<file path="src/pkg/sleep_wake_defines.vh">
`ifndef SLEEP_WAKE_DEFINES_VH
`define SLEEP_WAKE_DEFINES_VH
`define ADDR_VOLTAGE_DETECT_CONTROL 9'h1E3
`define ADDR_VOLTAGE_COMPARATOR_STATUS 9'h1E4
`define ADDR_MONITOR_DUTY_TRIM 9'h1EB
`define ADDR_SYSTEM_STATUS_CONTROL 9'h0FF
`define SLEEP_BIT 3
`define THRESH_LSB 4
`define THRESH_MSB 5
`define TRIP_LSB 0
`define TRIP_MSB 2
`define DUTY_LSB 6
`define DUTY_MSB 7
`define RESET_VALUE_8 8'h00
`define THRESH_2V7 2'h0
`define THRESH_3V 2'h1
`define THRESH_5V 2'h2
`define THRESH_NO_RESET 2'h3
`define DUTY_128 2'h0
`define DUTY_512 2'h1
`define DUTY_32 2'h2
`define DUTY_8 2'h3
`define DUTY_PERIOD_128 10'h07F
`define DUTY_PERIOD_512 10'h1FF
`define DUTY_PERIOD_32 10'h01F
`define DUTY_PERIOD_8 10'h007
`endif

</file>
<file path="src/sleep_wake_voltage_monitor.v">
// Overview of operation
// - Sleep write raises bus hold request immediately
// - Core grants hold one edge after request
// - Power-down strobe on falling edge after grant
// - Strobe gates flash, oscillator, filter, bandgap
// - Any unmasked interrupt wakes, ignoring global enable
// - Servicing waking interrupt left to enables
// - Wake interrupt synchronised on slow falling edge
// - Next slow rising edge releases power-down
// - Following slow rising edge samples comparators
// - Next slow falling edge drops hold request
// - Interrupt to running in 2-3 slow periods, 61-92 us
// - Next instruction runs before interrupt service
// - Threshold field selects reset trip range
// - Code 11 disables reset, status still readable
// - Status bit one shows low-voltage trip
// - Status bit zero shows precise reset trip
// - Comparator status read-only, upper bits zero
// - Duty field sets monitor on-time ratio while powered down
// - Monitor registers respond only in extended bank, sleep write only outside it
`timescale 1ns/1ps
`default_nettype none
`include "sleep_wake_defines.vh"
module sleep_wake_voltage_monitor (
  input wire core_clk,
  input wire rst_n,
  input wire slow_clk,
  input wire [8:0] io_addr,
  input wire [7:0] io_wdata,
  input wire io_write,
  input wire io_read,
  input wire extended_bank_flag,
  output reg [7:0] io_rdata,
  output wire bus_hold_request,
  input wire bus_hold_grant,
  output wire power_down_strobe,
  output wire flash_power_off,
  output wire fast_osc_power_off,
  output wire fast_transient_filter_power_off,
  output wire bandgap_power_off,
  input wire unmasked_irq_pending,
  input wire low_voltage_raw,
  input wire precise_reset_raw,
  output reg low_voltage_detect,
  output reg precise_reset_flag,
  output reg precise_reset_request,
  output reg [1:0] reset_threshold_select,
  output reg [2:0] trip_point_select,
  output reg [1:0] monitor_duty_cycle,
  output reg monitor_enable
);
  localparam ST_RUN = 3'h0;
  localparam ST_HOLD = 3'h1;
  localparam ST_GRANTED = 3'h2;
  localparam ST_ASLEEP = 3'h3;
  localparam ST_PWRUP = 3'h4;
  localparam ST_SAMPLE = 3'h5;
  localparam ST_RELEASE = 3'h6;

  reg [2:0] state_reg;
  reg [2:0] state_next;
  reg pd_reg;
  reg pd_fall_reg;
  reg [1:0] slow_sync_reg;
  reg slow_prev_reg;
  reg [1:0] irq_sync_reg;
  reg [1:0] lv_sync_reg;
  reg [1:0] pr_sync_reg;
  reg [9:0] duty_cnt_reg;
  reg [9:0] duty_period;
  reg [7:0] rdata_next;

  wire slow_rise = slow_sync_reg[1] & ~slow_prev_reg;
  wire slow_fall = ~slow_sync_reg[1] & slow_prev_reg;
  wire bank_hit = extended_bank_flag;
  wire wr_ctrl = io_write & bank_hit & (io_addr == `ADDR_VOLTAGE_DETECT_CONTROL);
  wire wr_duty = io_write & bank_hit & (io_addr == `ADDR_MONITOR_DUTY_TRIM);
  wire sleep_write = io_write & ~extended_bank_flag &
    (io_addr == `ADDR_SYSTEM_STATUS_CONTROL) & io_wdata[`SLEEP_BIT];

  // request held from sleep write until release
  assign bus_hold_request = (state_reg != ST_RUN) | sleep_write;
  assign power_down_strobe = pd_reg | pd_fall_reg;
  assign flash_power_off = power_down_strobe;
  assign fast_osc_power_off = power_down_strobe;
  assign fast_transient_filter_power_off = power_down_strobe;
  assign bandgap_power_off = power_down_strobe;

  always @(posedge core_clk or negedge rst_n) begin
    if (!rst_n) begin
      slow_sync_reg <= 2'h0;
      slow_prev_reg <= 1'b0;
      irq_sync_reg <= 2'h0;
      lv_sync_reg <= 2'h0;
      pr_sync_reg <= 2'h0;
    end else begin
      slow_sync_reg <= {slow_sync_reg[0], slow_clk};
      slow_prev_reg <= slow_sync_reg[1];
      irq_sync_reg <= {irq_sync_reg[0], unmasked_irq_pending};
      lv_sync_reg <= {lv_sync_reg[0], low_voltage_raw};
      pr_sync_reg <= {pr_sync_reg[0], precise_reset_raw};
    end
  end

  always @* begin
    state_next = state_reg;
    case (state_reg)
      ST_RUN: begin
        if (sleep_write) begin
          state_next = ST_HOLD;
        end
      end
      ST_HOLD: begin
        if (bus_hold_grant) begin
          state_next = ST_GRANTED;
        end
      end
      ST_GRANTED: begin
        if (pd_fall_reg) begin
          state_next = ST_ASLEEP;
        end
      end
      ST_ASLEEP: begin
        // any unmasked interrupt, global enable ignored
        if (irq_sync_reg[1] & slow_fall) begin
          state_next = ST_PWRUP;
        end
      end
      ST_PWRUP: begin
        if (slow_rise) begin
          state_next = ST_SAMPLE;
        end
      end
      ST_SAMPLE: begin
        if (slow_rise) begin
          state_next = ST_RELEASE;
        end
      end
      ST_RELEASE: begin
        // wake span set by slow edges
        if (slow_fall) begin
          state_next = ST_RUN;
        end
      end
      default: begin
        state_next = ST_RUN;
      end
    endcase
  end

  // no interrupt is forced on wake
  // core resumes at next instruction
  // The waking interrupt only ends the hold; servicing stays with the core's enables

  always @(posedge core_clk or negedge rst_n) begin
    if (!rst_n) begin
      state_reg <= ST_RUN;
      pd_reg <= 1'b0;
    end else begin
      state_reg <= state_next;
      // strobe held from fall capture until wake rise
      if (state_reg == ST_PWRUP && slow_rise) begin
        pd_reg <= 1'b0;
      end else if (state_reg == ST_GRANTED && pd_fall_reg) begin
        pd_reg <= 1'b1;
      end
    end
  end

  // assert strobe on falling core edge after grant
  always @(negedge core_clk or negedge rst_n) begin
    if (!rst_n) begin
      pd_fall_reg <= 1'b0;
    end else begin
      pd_fall_reg <= (state_reg == ST_GRANTED) & bus_hold_grant;
    end
  end

  always @(posedge core_clk or negedge rst_n) begin
    if (!rst_n) begin
      reset_threshold_select <= 2'h0;
      trip_point_select <= 3'h0;
      monitor_duty_cycle <= 2'h0;
    end else begin
      if (wr_ctrl) begin
        reset_threshold_select <= io_wdata[`THRESH_MSB:`THRESH_LSB];
        trip_point_select <= io_wdata[`TRIP_MSB:`TRIP_LSB];
      end
      if (wr_duty) begin
        monitor_duty_cycle <= io_wdata[`DUTY_MSB:`DUTY_LSB];
      end
    end
  end

  // Comparator outputs are unsettled while powered down, so hold the last sample
  always @(posedge core_clk or negedge rst_n) begin
    if (!rst_n) begin
      low_voltage_detect <= 1'b0;
      precise_reset_flag <= 1'b0;
      precise_reset_request <= 1'b0;
    end else begin
      if (!power_down_strobe && state_reg != ST_SAMPLE) begin
        low_voltage_detect <= lv_sync_reg[1];
        precise_reset_flag <= pr_sync_reg[1];
      end else if (state_reg == ST_SAMPLE && slow_rise) begin
        low_voltage_detect <= lv_sync_reg[1];
        precise_reset_flag <= pr_sync_reg[1];
      end
      precise_reset_request <= precise_reset_flag &
        (reset_threshold_select != `THRESH_NO_RESET);
    end
  end

  always @* begin
    case (monitor_duty_cycle)
      `DUTY_128: duty_period = `DUTY_PERIOD_128;
      `DUTY_512: duty_period = `DUTY_PERIOD_512;
      `DUTY_32: duty_period = `DUTY_PERIOD_32;
      default: duty_period = `DUTY_PERIOD_8;
    endcase
  end

  always @(posedge core_clk or negedge rst_n) begin
    if (!rst_n) begin
      duty_cnt_reg <= 10'h000;
      monitor_enable <= 1'b1;
    end else begin
      if (!power_down_strobe) begin
        duty_cnt_reg <= 10'h000;
        monitor_enable <= 1'b1;
      end else if (slow_rise) begin
        // one slow period on per ratio
        if (duty_cnt_reg >= duty_period) begin
          duty_cnt_reg <= 10'h000;
        end else begin
          duty_cnt_reg <= duty_cnt_reg + 10'h001;
        end
        monitor_enable <= (duty_cnt_reg >= duty_period);
      end
    end
  end

  always @* begin
    rdata_next = `RESET_VALUE_8;
    if (io_read && bank_hit) begin
      case (io_addr)
        `ADDR_VOLTAGE_DETECT_CONTROL: begin
          rdata_next = {2'h0, reset_threshold_select, 1'b0, trip_point_select};
        end
        `ADDR_VOLTAGE_COMPARATOR_STATUS: begin
          rdata_next = {6'h00, low_voltage_detect, precise_reset_flag};
        end
        `ADDR_MONITOR_DUTY_TRIM: begin
          rdata_next = {monitor_duty_cycle, 6'h00};
        end
        default: begin
          rdata_next = `RESET_VALUE_8;
        end
      endcase
    end
  end

  always @(posedge core_clk or negedge rst_n) begin
    if (!rst_n) begin
      io_rdata <= `RESET_VALUE_8;
    end else begin
      io_rdata <= rdata_next;
    end
  end
endmodule
`default_nettype wire

</file>
<file path="config.mk">
export PLATFORM = sky130hd
export DESIGN_NAME = sleep_wake_voltage_monitor
export DESIGN_NICKNAME = d
export VERILOG_FILES = /design/src/sleep_wake_voltage_monitor.v
export VERILOG_INCLUDE_DIRS = /design/src /design/src/pkg
export SDC_FILE = /design/constraint.sdc
export NUM_CORES = 1
export LEC_CHECK = 0
export ABC_AREA = 1
export ABC_CLOCK_PERIOD_IN_PS = 3400
export BUFFER_PORTS_ARGS = -buffer_cell sky130_fd_sc_hd__buf_2
export CAP_MARGIN = 20
export CORE_AREA = 2 2 80 82
export CTS_CLUSTER_DIAMETER = 50
export DETAILED_ROUTE_END_ITERATION = 16
export DIE_AREA = 0 0 82 84
export SETUP_SLACK_MARGIN = 0.4
export SYNTH_ARGS = -nofsm -noshare
export SYNTH_HDL_FRONTEND = slang
export SYNTH_SLANG_ARGS = --single-unit
</file>
<file path="constraint.sdc">
create_clock -name core_clk -period 3.4 [get_ports core_clk]
set_input_delay 0.68 -clock core_clk [delete_from_list [all_inputs] [get_ports core_clk]]
set_output_delay 0.68 -clock core_clk [all_outputs]
set_load 0.05 [all_outputs]
</file>
==> qor.yml, run 1 <==
status:
  status: "finished, violations left"
  violations: "negative setup slack"
setup_path:
  worstPathArrival_ns: 2.86
  crit_type: "reg2out"
  rr_worst_depth: 12
  r2r-start: "pd_fall_reg"
  endpoint_kind: "output pin"
  cp_max_fo: 6
  rr_endpoint: "duty_cnt_reg[8]"
  start_kind: "register"
  rrSetupSlack_ns: 0.12
  crit_required_ns: 2.72
global_routing:
  grt_pass1_wl_um: 7300
  antenna_found_initial: 0
  grt_max_degree: 42
  grt_use_total: 0.137
  grt_pass1_vias: 1629
  overflow: 0
place:
  port_buffers: 50
  gp_congestion: 0.779
  dpl_cell_area_um2: 2360
  dp_hpwl_um: 3210
  dp.cells: 367
  place_ws_ns: 0.145
floorplan:
  initial_core_util: 0.334
  die_h_um: 84
  rows: 29
  core_um2: 6100
  die-area_um2: 6890
  die_w_um: 82
  num_io_pins: 52
routing:
  remaining_drc_errors: 0
  drtAntennaViolNets: 0
  viasPerCell: 4.54
  detail_route.wirelength_um: 4410
  dr.pass1.iters: 4
  wl_met2_um: 2090
  top_layer_used: "met4"
  wl_per_cell_um: 11.5
  num_vias: 1737
  wl_met1_um: 2010
  wl_met3_um: 245
  drt_iter0_markers: 119
synthesis:
  avgSynthCellArea_um2: 8.34
  synth_top_family_by_area: "simple AND/OR/NAND/NOR gates"
  syn_nets: 276
  synth-xor-area-share: 0.0172
  synth_area_leader_cell: "dfrtp_1"
  synth_compound_area_frac: 0.0608
  synth_top_cell_area_share: 0.492
  synth_cell_types: 27
  ys_seq_area_frac: 0.517
  synthCells: 244
  synth_area_leaders: "dfrtp_1, nand2_1, inv_1"
  yosys.area_share.adder: 0.0307
  synth_area_um2: 2040
  yosysWarnings: 0
  muxShareOfSynthArea: 0
  ys_ff_latch: 42
  synthSimpleGateAreaFrac: 0.293
clock_network:
  cts_sinks: 42
  cts_tree: "done"
  numCtsBuffers: 5
  cts_buffer_depth: 2
  cts_max_level: 2
  holdBufCountCts: 0
  root_buffer: "clkbuf_8"
  clkTransAtPathRegs_ns: 0.07
  clkLatencyLatePin_ns: 0.29
power_and_ir_drop:
  p_leak_nw: 1.35
  powerDensity_nw_per_um2: 679
  ir_drop_mv: 0.317
timing:
  final_hold_viol_count: 0
  hold_ws_ns: 0.350
  setup-violations-final: 5
  drv_slew: 0
  timing.final.ws_setup_ns: -0.141
  tightest_slew_ns: 0.522
  rsz0062_at_grt: "yes"
  relSlewSlack: 0.652
  finalClockSkew_ns: 0.00958
  setup-tns-final_ns: -0.704
hold_path:
  hold_end: "lv_sync_reg[1]"
  hp-class: "reg2reg"
  holdPathStages: 0
  hp-start: "lv_sync_reg[0]"
finish:
  nFillCells: 611
  instances_no_fill: 383
  drive_gt1_frac: 0.301
  largest_reg_flops: 10
  area_delta_synth_final_pct: 29.1
  diodes: 0
  final_area_um2: 2630
  multiInputGateArea_um2: 910
  nNetsFinal: 337
  final_common_cell: "nand2_1"
  ff_latch_area_um2: 1050
  final_cell_mix: "nand2_1, buf_2, dfrtp_1"
run:
  cap_violations: 0
==> Yosys cell counts <==
cell type,count
nand2_2,5
conb_1,1
nand3b_1,2
buf_6,1
dfstp_2,1
inv_1,30
ha_1,5
or2_0,1
dfrtn_1,1
nor2_1,16
o21bai_1,1
nor3_1,5
xor2_1,4
buf_4,5
nor2_2,4
nand4_1,5
a21oi_1,13
a31oi_1,1
nand2_1,73
o21ai_1,4
o21ai_0,5
dfrtp_1,40
nor3_4,1
nand3_1,17
nor4_1,1
nor2_4,1
nor3_2,1
==> worst max path at each step <==
stage / from / to / slack (ns) / cells past startpoint
5_1_grt: pd_fall_reg / fast_transient_filter_power_off / -0.19 / 3
3_3_place_gp: pd_fall_reg / bandgap_power_off / 0.17 / 3
6_report: pd_fall_reg / fast_osc_power_off / -0.14 / 3
3_5_place_dp: pd_fall_reg / fast_transient_filter_power_off / 0.14 / 3
2_1_floorplan: pd_fall_reg / fast_osc_power_off / -0.07 / 3
4_1_cts: pd_fall_reg / fast_transient_filter_power_off / -0.15 / 3
==> metal layers <==
metal,track usage,up-vias
li1,-,895
met1,0.177,792
met2,0.220,42
met3,0.0346,8
met4,0.0455,0
met5,0,-
==> report_power, final <==
part / internal, mW / switching [mW] / total (mW)
Combinational: 0.251 / 0.525 / 0.777
Clock: 0.205 / 0.168 / 0.373
Sequential: 0.571 / 0.0637 / 0.634
Total: 1.03 / 0.757 / 1.78
==> through the flow <==
| stage | util | power, mW |
|---|---|---|
| floorplan | - | 1.19 |
| global placement | 0.387 | 1.29 |
| detailed placement | 0.387 | 1.30 |
| CTS | 0.424 | 1.77 |
| global route | 0.431 | 1.89 |
| finish | 0.431 | 1.78 |
==> repair_timing <==
| action | in CTS | in global routing |
|---|---|---|
| resized for setup | 20 | 7 |
| cloned | 1 | 0 |
| pin swaps | 7 | 4 |
| setup endpoints to repair | 16 | 16 |
| buffers inserted | 5 | 2 |
==> worst max-delay path, cell delays in order, from the launching register on <==
cell	delay, ns
dfrtn_1	0.38
nor2_4	0.14
clkinvlp_4	0.14
buf_4	0.21
==> cells by family after synthesis <==
logic type / after synthesis
AO/OA/AOI/OAI: 24
flip-flops: 42
AND/OR/NAND/NOR: 132
adder cells (fa/ha/maj): 5
XOR/XNOR: 4
other: 1
buffers and inverters: 36
==> area by class of cell <==
class	count	share of cell area
clock buffer	8	0.0419
inverter	30	0.0452
multi-input combinational	167	0.346
sequential	42	0.400
tap	77	0.0366
timing repair buffer	59	0.130
Note: power is estimated with default switching activity, not from simulation.
==> inputs of run 2 (changes only) <==
--- a/config.mk
+++ b/config.mk
@@ -8,12 +8,12 @@
 export LEC_CHECK = 0
 export ABC_AREA = 1
 export ABC_CLOCK_PERIOD_IN_PS = 3400
-export BUFFER_PORTS_ARGS = -buffer_cell sky130_fd_sc_hd__buf_2
 export CAP_MARGIN = 20
 export CORE_AREA = 2 2 80 82
 export CTS_CLUSTER_DIAMETER = 50
 export DETAILED_ROUTE_END_ITERATION = 16
 export DIE_AREA = 0 0 82 84
+export DONT_BUFFER_PORTS = 1
 export SETUP_SLACK_MARGIN = 0.4
 export SYNTH_ARGS = -nofsm -noshare
 export SYNTH_HDL_FRONTEND = slang
==> run 2 against run 1 <==
Against the previous run:
- the run still ends with negative setup slack left
- non-clock buffer count fell by 51
- core utilization is 4.6 points lower
- sequential share of layout area is 4.7 points higher
- critical path depth unchanged
- die area unchanged
- critical path type unchanged
- critical endpoint is now flash_power_off
- highest routed layer unchanged
==> qor.yml, run 2 (synthesized netlist as in run 1, its figures left out) <==
status:
  status: "finished, violations left"
  violations: "negative setup slack"
floorplan:
  initial_core_util: 0.334  # unchanged
  core_um2: 6100  # unchanged
  die_w_um: 82  # unchanged
  die-area_um2: 6890  # unchanged
  rows: 29  # unchanged
  die_h_um: 84  # unchanged
  num_io_pins: 52  # unchanged
clock_network:
  cts_tree: "done"
  cts_buffer_depth: 2  # unchanged
  cts_sinks: 42  # unchanged
  numCtsBuffers: 5  # unchanged
  clkTransAtPathRegs_ns: 0.08  # about the same
  holdBufCountCts: 0  # unchanged
  clkLatencyLatePin_ns: 0.30  # about the same
  cts_max_level: 2  # unchanged
  root_buffer: "clkbuf_8"
finish:
  largest_reg_flops: 10  # unchanged
  fin_util: 0.386  # -0.0456
  final_cell_mix: "nand2_1, dfrtp_1, inv_1"
  nFillCells: 625  # +2.3%
  final_common_cell: "nand2_1"
  nNetsFinal: 286  # -15%
  ff_latch_area_um2: 1050  # unchanged
  drive_gt1_frac: 0.184  # -0.116
  diodes: 0  # unchanged
  area_delta_synth_final_pct: 15.5
  multiInputGateArea_um2: 902  # -0.83%
setup_path:
  endpoint_kind: "output pin"
  start_kind: "register"
  crit_required_ns: 2.72  # about the same
  cp_max_fo: 3  # -3
  rr_endpoint: "duty_cnt_reg[8]"
  rr_worst_depth: 9  # -3
  rrSetupSlack_ns: 0.06  # -0.06 ns
  r2r-start: "pd_fall_reg"
  worstPathArrival_ns: 2.89  # +0.03 ns
  crit_type: "reg2out"
place:
  gp_congestion: 0.822  # +5.5%
  dp_hpwl_um: 3000  # -6.6%
  port_buffers: 0  # -100%
timing:
  drv_slew: 0  # unchanged
  rsz0062_at_grt: "yes"
  tightest_slew_ns: 0.638  # +0.116 ns
  relSlewSlack: 0.575  # -0.0775
  hold_ws_ns: 0.0717  # -0.279 ns
  timing.final.ws_setup_ns: -0.173  # -0.0314 ns
  final_hold_viol_count: 0  # unchanged
  setup-violations-final: 5  # unchanged
  finalClockSkew_ns: 0.00864  # -0.000944 ns
routing:
  viasPerCell: 4.68  # +3.1%
  detail_route.wirelength_um: 4170  # -5.4%
  num_vias: 1553  # -11%
  remaining_drc_errors: 0  # unchanged
  wl_per_cell_um: 12.6  # +9.1%
  wl_met2_um: 1950  # -7.0%
  dr.pass1.iters: 4  # unchanged
  drt_iter0_markers: 65  # -45%
  top_layer_used: "met4"
  wl_met3_um: 282  # +15%
  drtAntennaViolNets: 0  # unchanged
  wl_met1_um: 1860  # -7.5%
global_routing:
  grt_use_total: 0.130  # -0.00682
  grt_pass1_wl_um: 6930  # -5.1%
  overflow: 0  # unchanged
  grt_max_degree: 43  # +2.4%
  antenna_found_initial: 0  # unchanged
  grt_pass1_vias: 1541  # -5.4%
power_and_ir_drop:
  powerDensity_nw_per_um2: 731  # +7.7%
  ir_drop_mv: 0.264  # -17%
  p_leak_nw: 1.12  # -17%
run:
  cap_violations: 0  # unchanged
hold_path:
  hp-class: "in2async"
-- run 2: changes by cell type in the layout (fill, tap and decap cells not counted), sizes merged --
cell,before,now
clkinvlp,1,2
clkinv,0,1
buf,59,8
clkbuf,8,6
-- run 2: final cells by class --
| cell class | instances | share of cell area |
|---|---|---|
| Timing Repair Buffer | 8 | 0.0378 |
| Tap cell | 77 | 0.0410 |
| Clock buffer | 6 | 0.0351 |
| Inverter | 30 | 0.0495 |
| Clock inverter | 2 | 0.00532 |
| Multi-Input combinational cell | 167 | 0.384 |
| Sequential cell | 42 | 0.448 |
-- run 2: worst max-delay path by stage --
stage           startpoint            endpoint  slack, ns  cells after the start
3_3_place_gp   pd_fall_reg   bandgap_power_off       0.15                      3
5_1_grt        pd_fall_reg   bandgap_power_off      -0.22                      3
3_5_place_dp   pd_fall_reg   bandgap_power_off       0.13                      3
6_report       pd_fall_reg     flash_power_off      -0.17                      3
4_1_cts        pd_fall_reg   bandgap_power_off      -0.16                      3
2_1_floorplan  pd_fall_reg  fast_osc_power_off      -0.07                      3
-- run 2: power breakdown --
group / total [mW] / switching, mW / internal, mW
Sequential: 0.730 / 0.160 / 0.570
Clock: 0.339 / 0.176 / 0.163
Combinational: 0.649 / 0.427 / 0.223
-- run 2: routing by layer --
metal / vias to the layer above / global-route usage
met5: - / 0
met4: 0 / 0.0455
met3: 6 / 0.0411
met2: 41 / 0.203
met1: 716 / 0.167
li1: 790 / -
-- run 2: what timing repair did --
action	4_1_cts	5_1_grt
setup endpoints to repair	16	19
resized for setup	4	16
cloned	0	1
buffers inserted	2	3
pin swaps	0	3
-- run 2: per-stage QoR --
stage	instances	TNS [ns]	instance area [um2]	worst slack [ns]	power [mW]
3_3_place_gp	318	0	2140	0.155	1.27
3_5_place_dp	318	0	2140	0.135	1.27
4_1_cts	328	-0.774	2260	-0.162	1.63
5_1_grt	332	-1.11	2350	-0.218	1.82
2_1_floorplan	244	-0.248	2050	-0.0734	1.19
6_report	332	-0.825	2350	-0.173	1.72
-- run 2: critical path, cell delays in order (launching register included) --
cell	delay [ns]
dfrtn_1	0.38
nor2_4	0.14
clkinvlp_4	0.16
buf_12	0.21
==> inputs of run 3 (changes only) <==
--- a/config.mk
+++ b/config.mk
@@ -14,6 +14,7 @@
 export DETAILED_ROUTE_END_ITERATION = 16
 export DIE_AREA = 0 0 82 84
 export DONT_BUFFER_PORTS = 1
+export PLACE_DENSITY_LB_ADDON = 0.1
 export SETUP_SLACK_MARGIN = 0.4
 export SYNTH_ARGS = -nofsm -noshare
 export SYNTH_HDL_FRONTEND = slang
==> run 3 against run 2 <==
Against the previous run:
- the run still ends with negative setup slack left
- sequential share of layout area shrank 1.2 points
- die area unchanged
- hold slack got worse by 0.0089 ns
- clock skew increased by 0.0025 ns
- non-clock buffer count down 1
- critical path type unchanged
- sequential power is essentially flat
- cell area is 2.8% higher
- largest cell class unchanged
- final cell count decreased by 0.30%
- setup slack better by 0.032 ns
==> qor.yml, run 3 (synthesized netlist as in run 1, its figures left out) <==
finish:
  largest_reg_flops: 10  # unchanged
  area_delta_synth_final_pct: 18.7
  diodes: 0  # unchanged
  drive_gt1_frac: 0.181  # -0.00321
  final_common_cell: "nand2_1"
  final_cell_mix: "nand2_1, dfrtp_1, inv_1"
  instances_no_fill: 331  # -0.30%
  nNetsFinal: 285  # -0.35%
  fin_util: 0.397  # +0.0109
  final_area_um2: 2420  # +2.8%
power_and_ir_drop:
  p_leak_nw: 1.12  # +0.44%
  power_frac_clock: 0.221  # +0.024
  total_power_mw: 1.81  # +5.1%
  pwr-share-comb: 0.374  # -0.004
  p_sw_frac: 0.433  # -0.0109
  powerDensity_nw_per_um2: 747  # +2.2%
  ir_drop_mv: 0.279  # +5.5%
  intPower_mw: 1.02  # +7.2%
  seqPwrFrac: 0.405  # -0.020
  switchingPower_uw: 782  # +2.5%
timing:
  rsz0062_at_grt: "yes"
  timing.final.ws_setup_ns: -0.141  # +0.0318 ns
  drv_slew: 0  # unchanged
  relSlewSlack: 0.565  # -0.00940
  tightest_slew_ns: 0.652  # +0.0141 ns
  setup-tns-final_ns: -0.666  # +0.159 ns
  final_hold_viol_count: 0  # unchanged
  finalClockSkew_ns: 0.0111  # +0.00247 ns
  setup-violations-final: 5  # unchanged
routing:
  wl_per_cell_um: 13.1  # +4.1%
  viasPerCell: 4.71  # +0.75%
  drtAntennaViolNets: 0  # unchanged
  drt_iter0_markers: 61  # -6.2%
  num_vias: 1560  # +0.45%
  remaining_drc_errors: 0  # unchanged
  detail_route.wirelength_um: 4330  # +3.7%
  dr.pass1.iters: 4  # unchanged
floorplan:
  initial_core_util: 0.334  # unchanged
  die-area_um2: 6890  # unchanged
  die_h_um: 84  # unchanged
  core_um2: 6100  # unchanged
  num_io_pins: 52  # unchanged
  rows: 29  # unchanged
  die_w_um: 82  # unchanged
global_routing:
  antenna_found_initial: 0  # unchanged
  grt_max_degree: 43  # unchanged
  grt_pass1_wl_um: 6980  # +0.79%
  overflow: 0  # unchanged
  grt_use_total: 0.132  # +0.00171
  grt_pass1_vias: 1545  # +0.26%
clock_network:
  clkTransAtPathRegs_ns: 0.09  # about the same
  numCtsBuffers: 5  # unchanged
  clkLatencyLatePin_ns: 0.30  # about the same
  holdBufCountCts: 0  # unchanged
  cts_tree: "done"
  cts_max_level: 2  # unchanged
  cts_sinks: 42  # unchanged
  cts_buffer_depth: 2  # unchanged
  root_buffer: "clkbuf_8"
setup_path:
  crit_required_ns: 2.72  # about the same
  worstPathArrival_ns: 2.86  # -0.03 ns
  crit_type: "reg2out"
  start_kind: "register"
  endpoint_kind: "output pin"
  cp_max_fo: 3  # unchanged
place:
  dp_hpwl_um: 3050  # +1.9%
  dp.cells: 318  # unchanged
  port_buffers: 0  # unchanged
  gp_congestion: 0.769  # -6.4%
  dpl_cell_area_um2: 2140  # unchanged
hold_path:
  hp-class: "in2async"
run:
  cap_violations: 0  # unchanged
status:
  violations: "negative setup slack"
  status: "finished, violations left"
run 3: cell count changes in the layout (fill, tap and decap cells not counted), sizes merged:
cell / change
buf: -1
clkinv: -1
bufinv: +1
run 3: repair_timing:
| action | 4_1_cts | 5_1_grt |
|---|---|---|
| resized for setup | 4 | 25 |
| pin swaps | 0 | 3 |
| setup endpoints to repair | 16 | 19 |
| gates cloned | 0 | 1 |
| hold endpoints to repair | 0 | 0 |
| buffers inserted | 1 | 3 |
run 3: critical path: stages, from the launching register on:
cell	delay, ns
dfrtn_1	0.38
nor2_4	0.12
clkinvlp_4	0.15
buf_12	0.21
run 3: area by class of cell:
| type | instances | area (um2) |
|---|---|---|
| sequential | 42 | 1050 |
| timing repair buffer | 7 | 88.8 |
| multi-input combinational | 167 | 953 |
| inverter | 30 | 116 |
| fill | 642 | 3680 |
| clock buffer | 6 | 72.6 |
| tap | 77 | 96.3 |
| clock inverter | 2 | 37.5 |
run 3: path summary, 6_finish.rpt:
check	start	end	slack (ns)	cells after the start
worst max-delay path	pd_fall_reg	flash_power_off	-0.14	3
worst min-delay path	rst_n	io_rdata[4]	0.06	0
worst max register to register	pd_fall_reg	duty_cnt_reg[8]	0.09	10
worst min register to register	irq_sync_reg[0]	irq_sync_reg[1]	0.35	0
max in group asynchronous	rst_n	pd_fall_reg	1.63	0
min in group core_clk	irq_sync_reg[0]	irq_sync_reg[1]	0.35	0
run 3: stage by stage:
| step | hold WS (ns) | setup slack (ns) |
|---|---|---|
| 4_1_cts | 0.0553 | -0.176 |
| 3_3_place_gp | 0.333 | 0.140 |
| 3_5_place_dp | 0.335 | 0.125 |
| 2_1_floorplan | 0.331 | -0.0734 |
| 5_1_grt | 0.0422 | -0.205 |
| 6_report | 0.0628 | -0.141 |
run 3: power groups by stage:
stage,clock [mW],combinational (mW),sequential [mW]
floorplan,0,0.464,0.722
global placement,0,0.531,0.744
detailed placement,0,0.528,0.744
CTS,0.413,0.549,0.734
global route,0.436,0.738,0.741
finish,0.399,0.675,0.733
run 3: metal layers:
layer,global-route usage,part of all wire,vias to the layer above
met4,0.0455,0.014,0
li1,-,-,788
met2,0.209,0.47,39
met1,0.163,0.45,728
met5,0,0,-
met3,0.0476,0.065,5
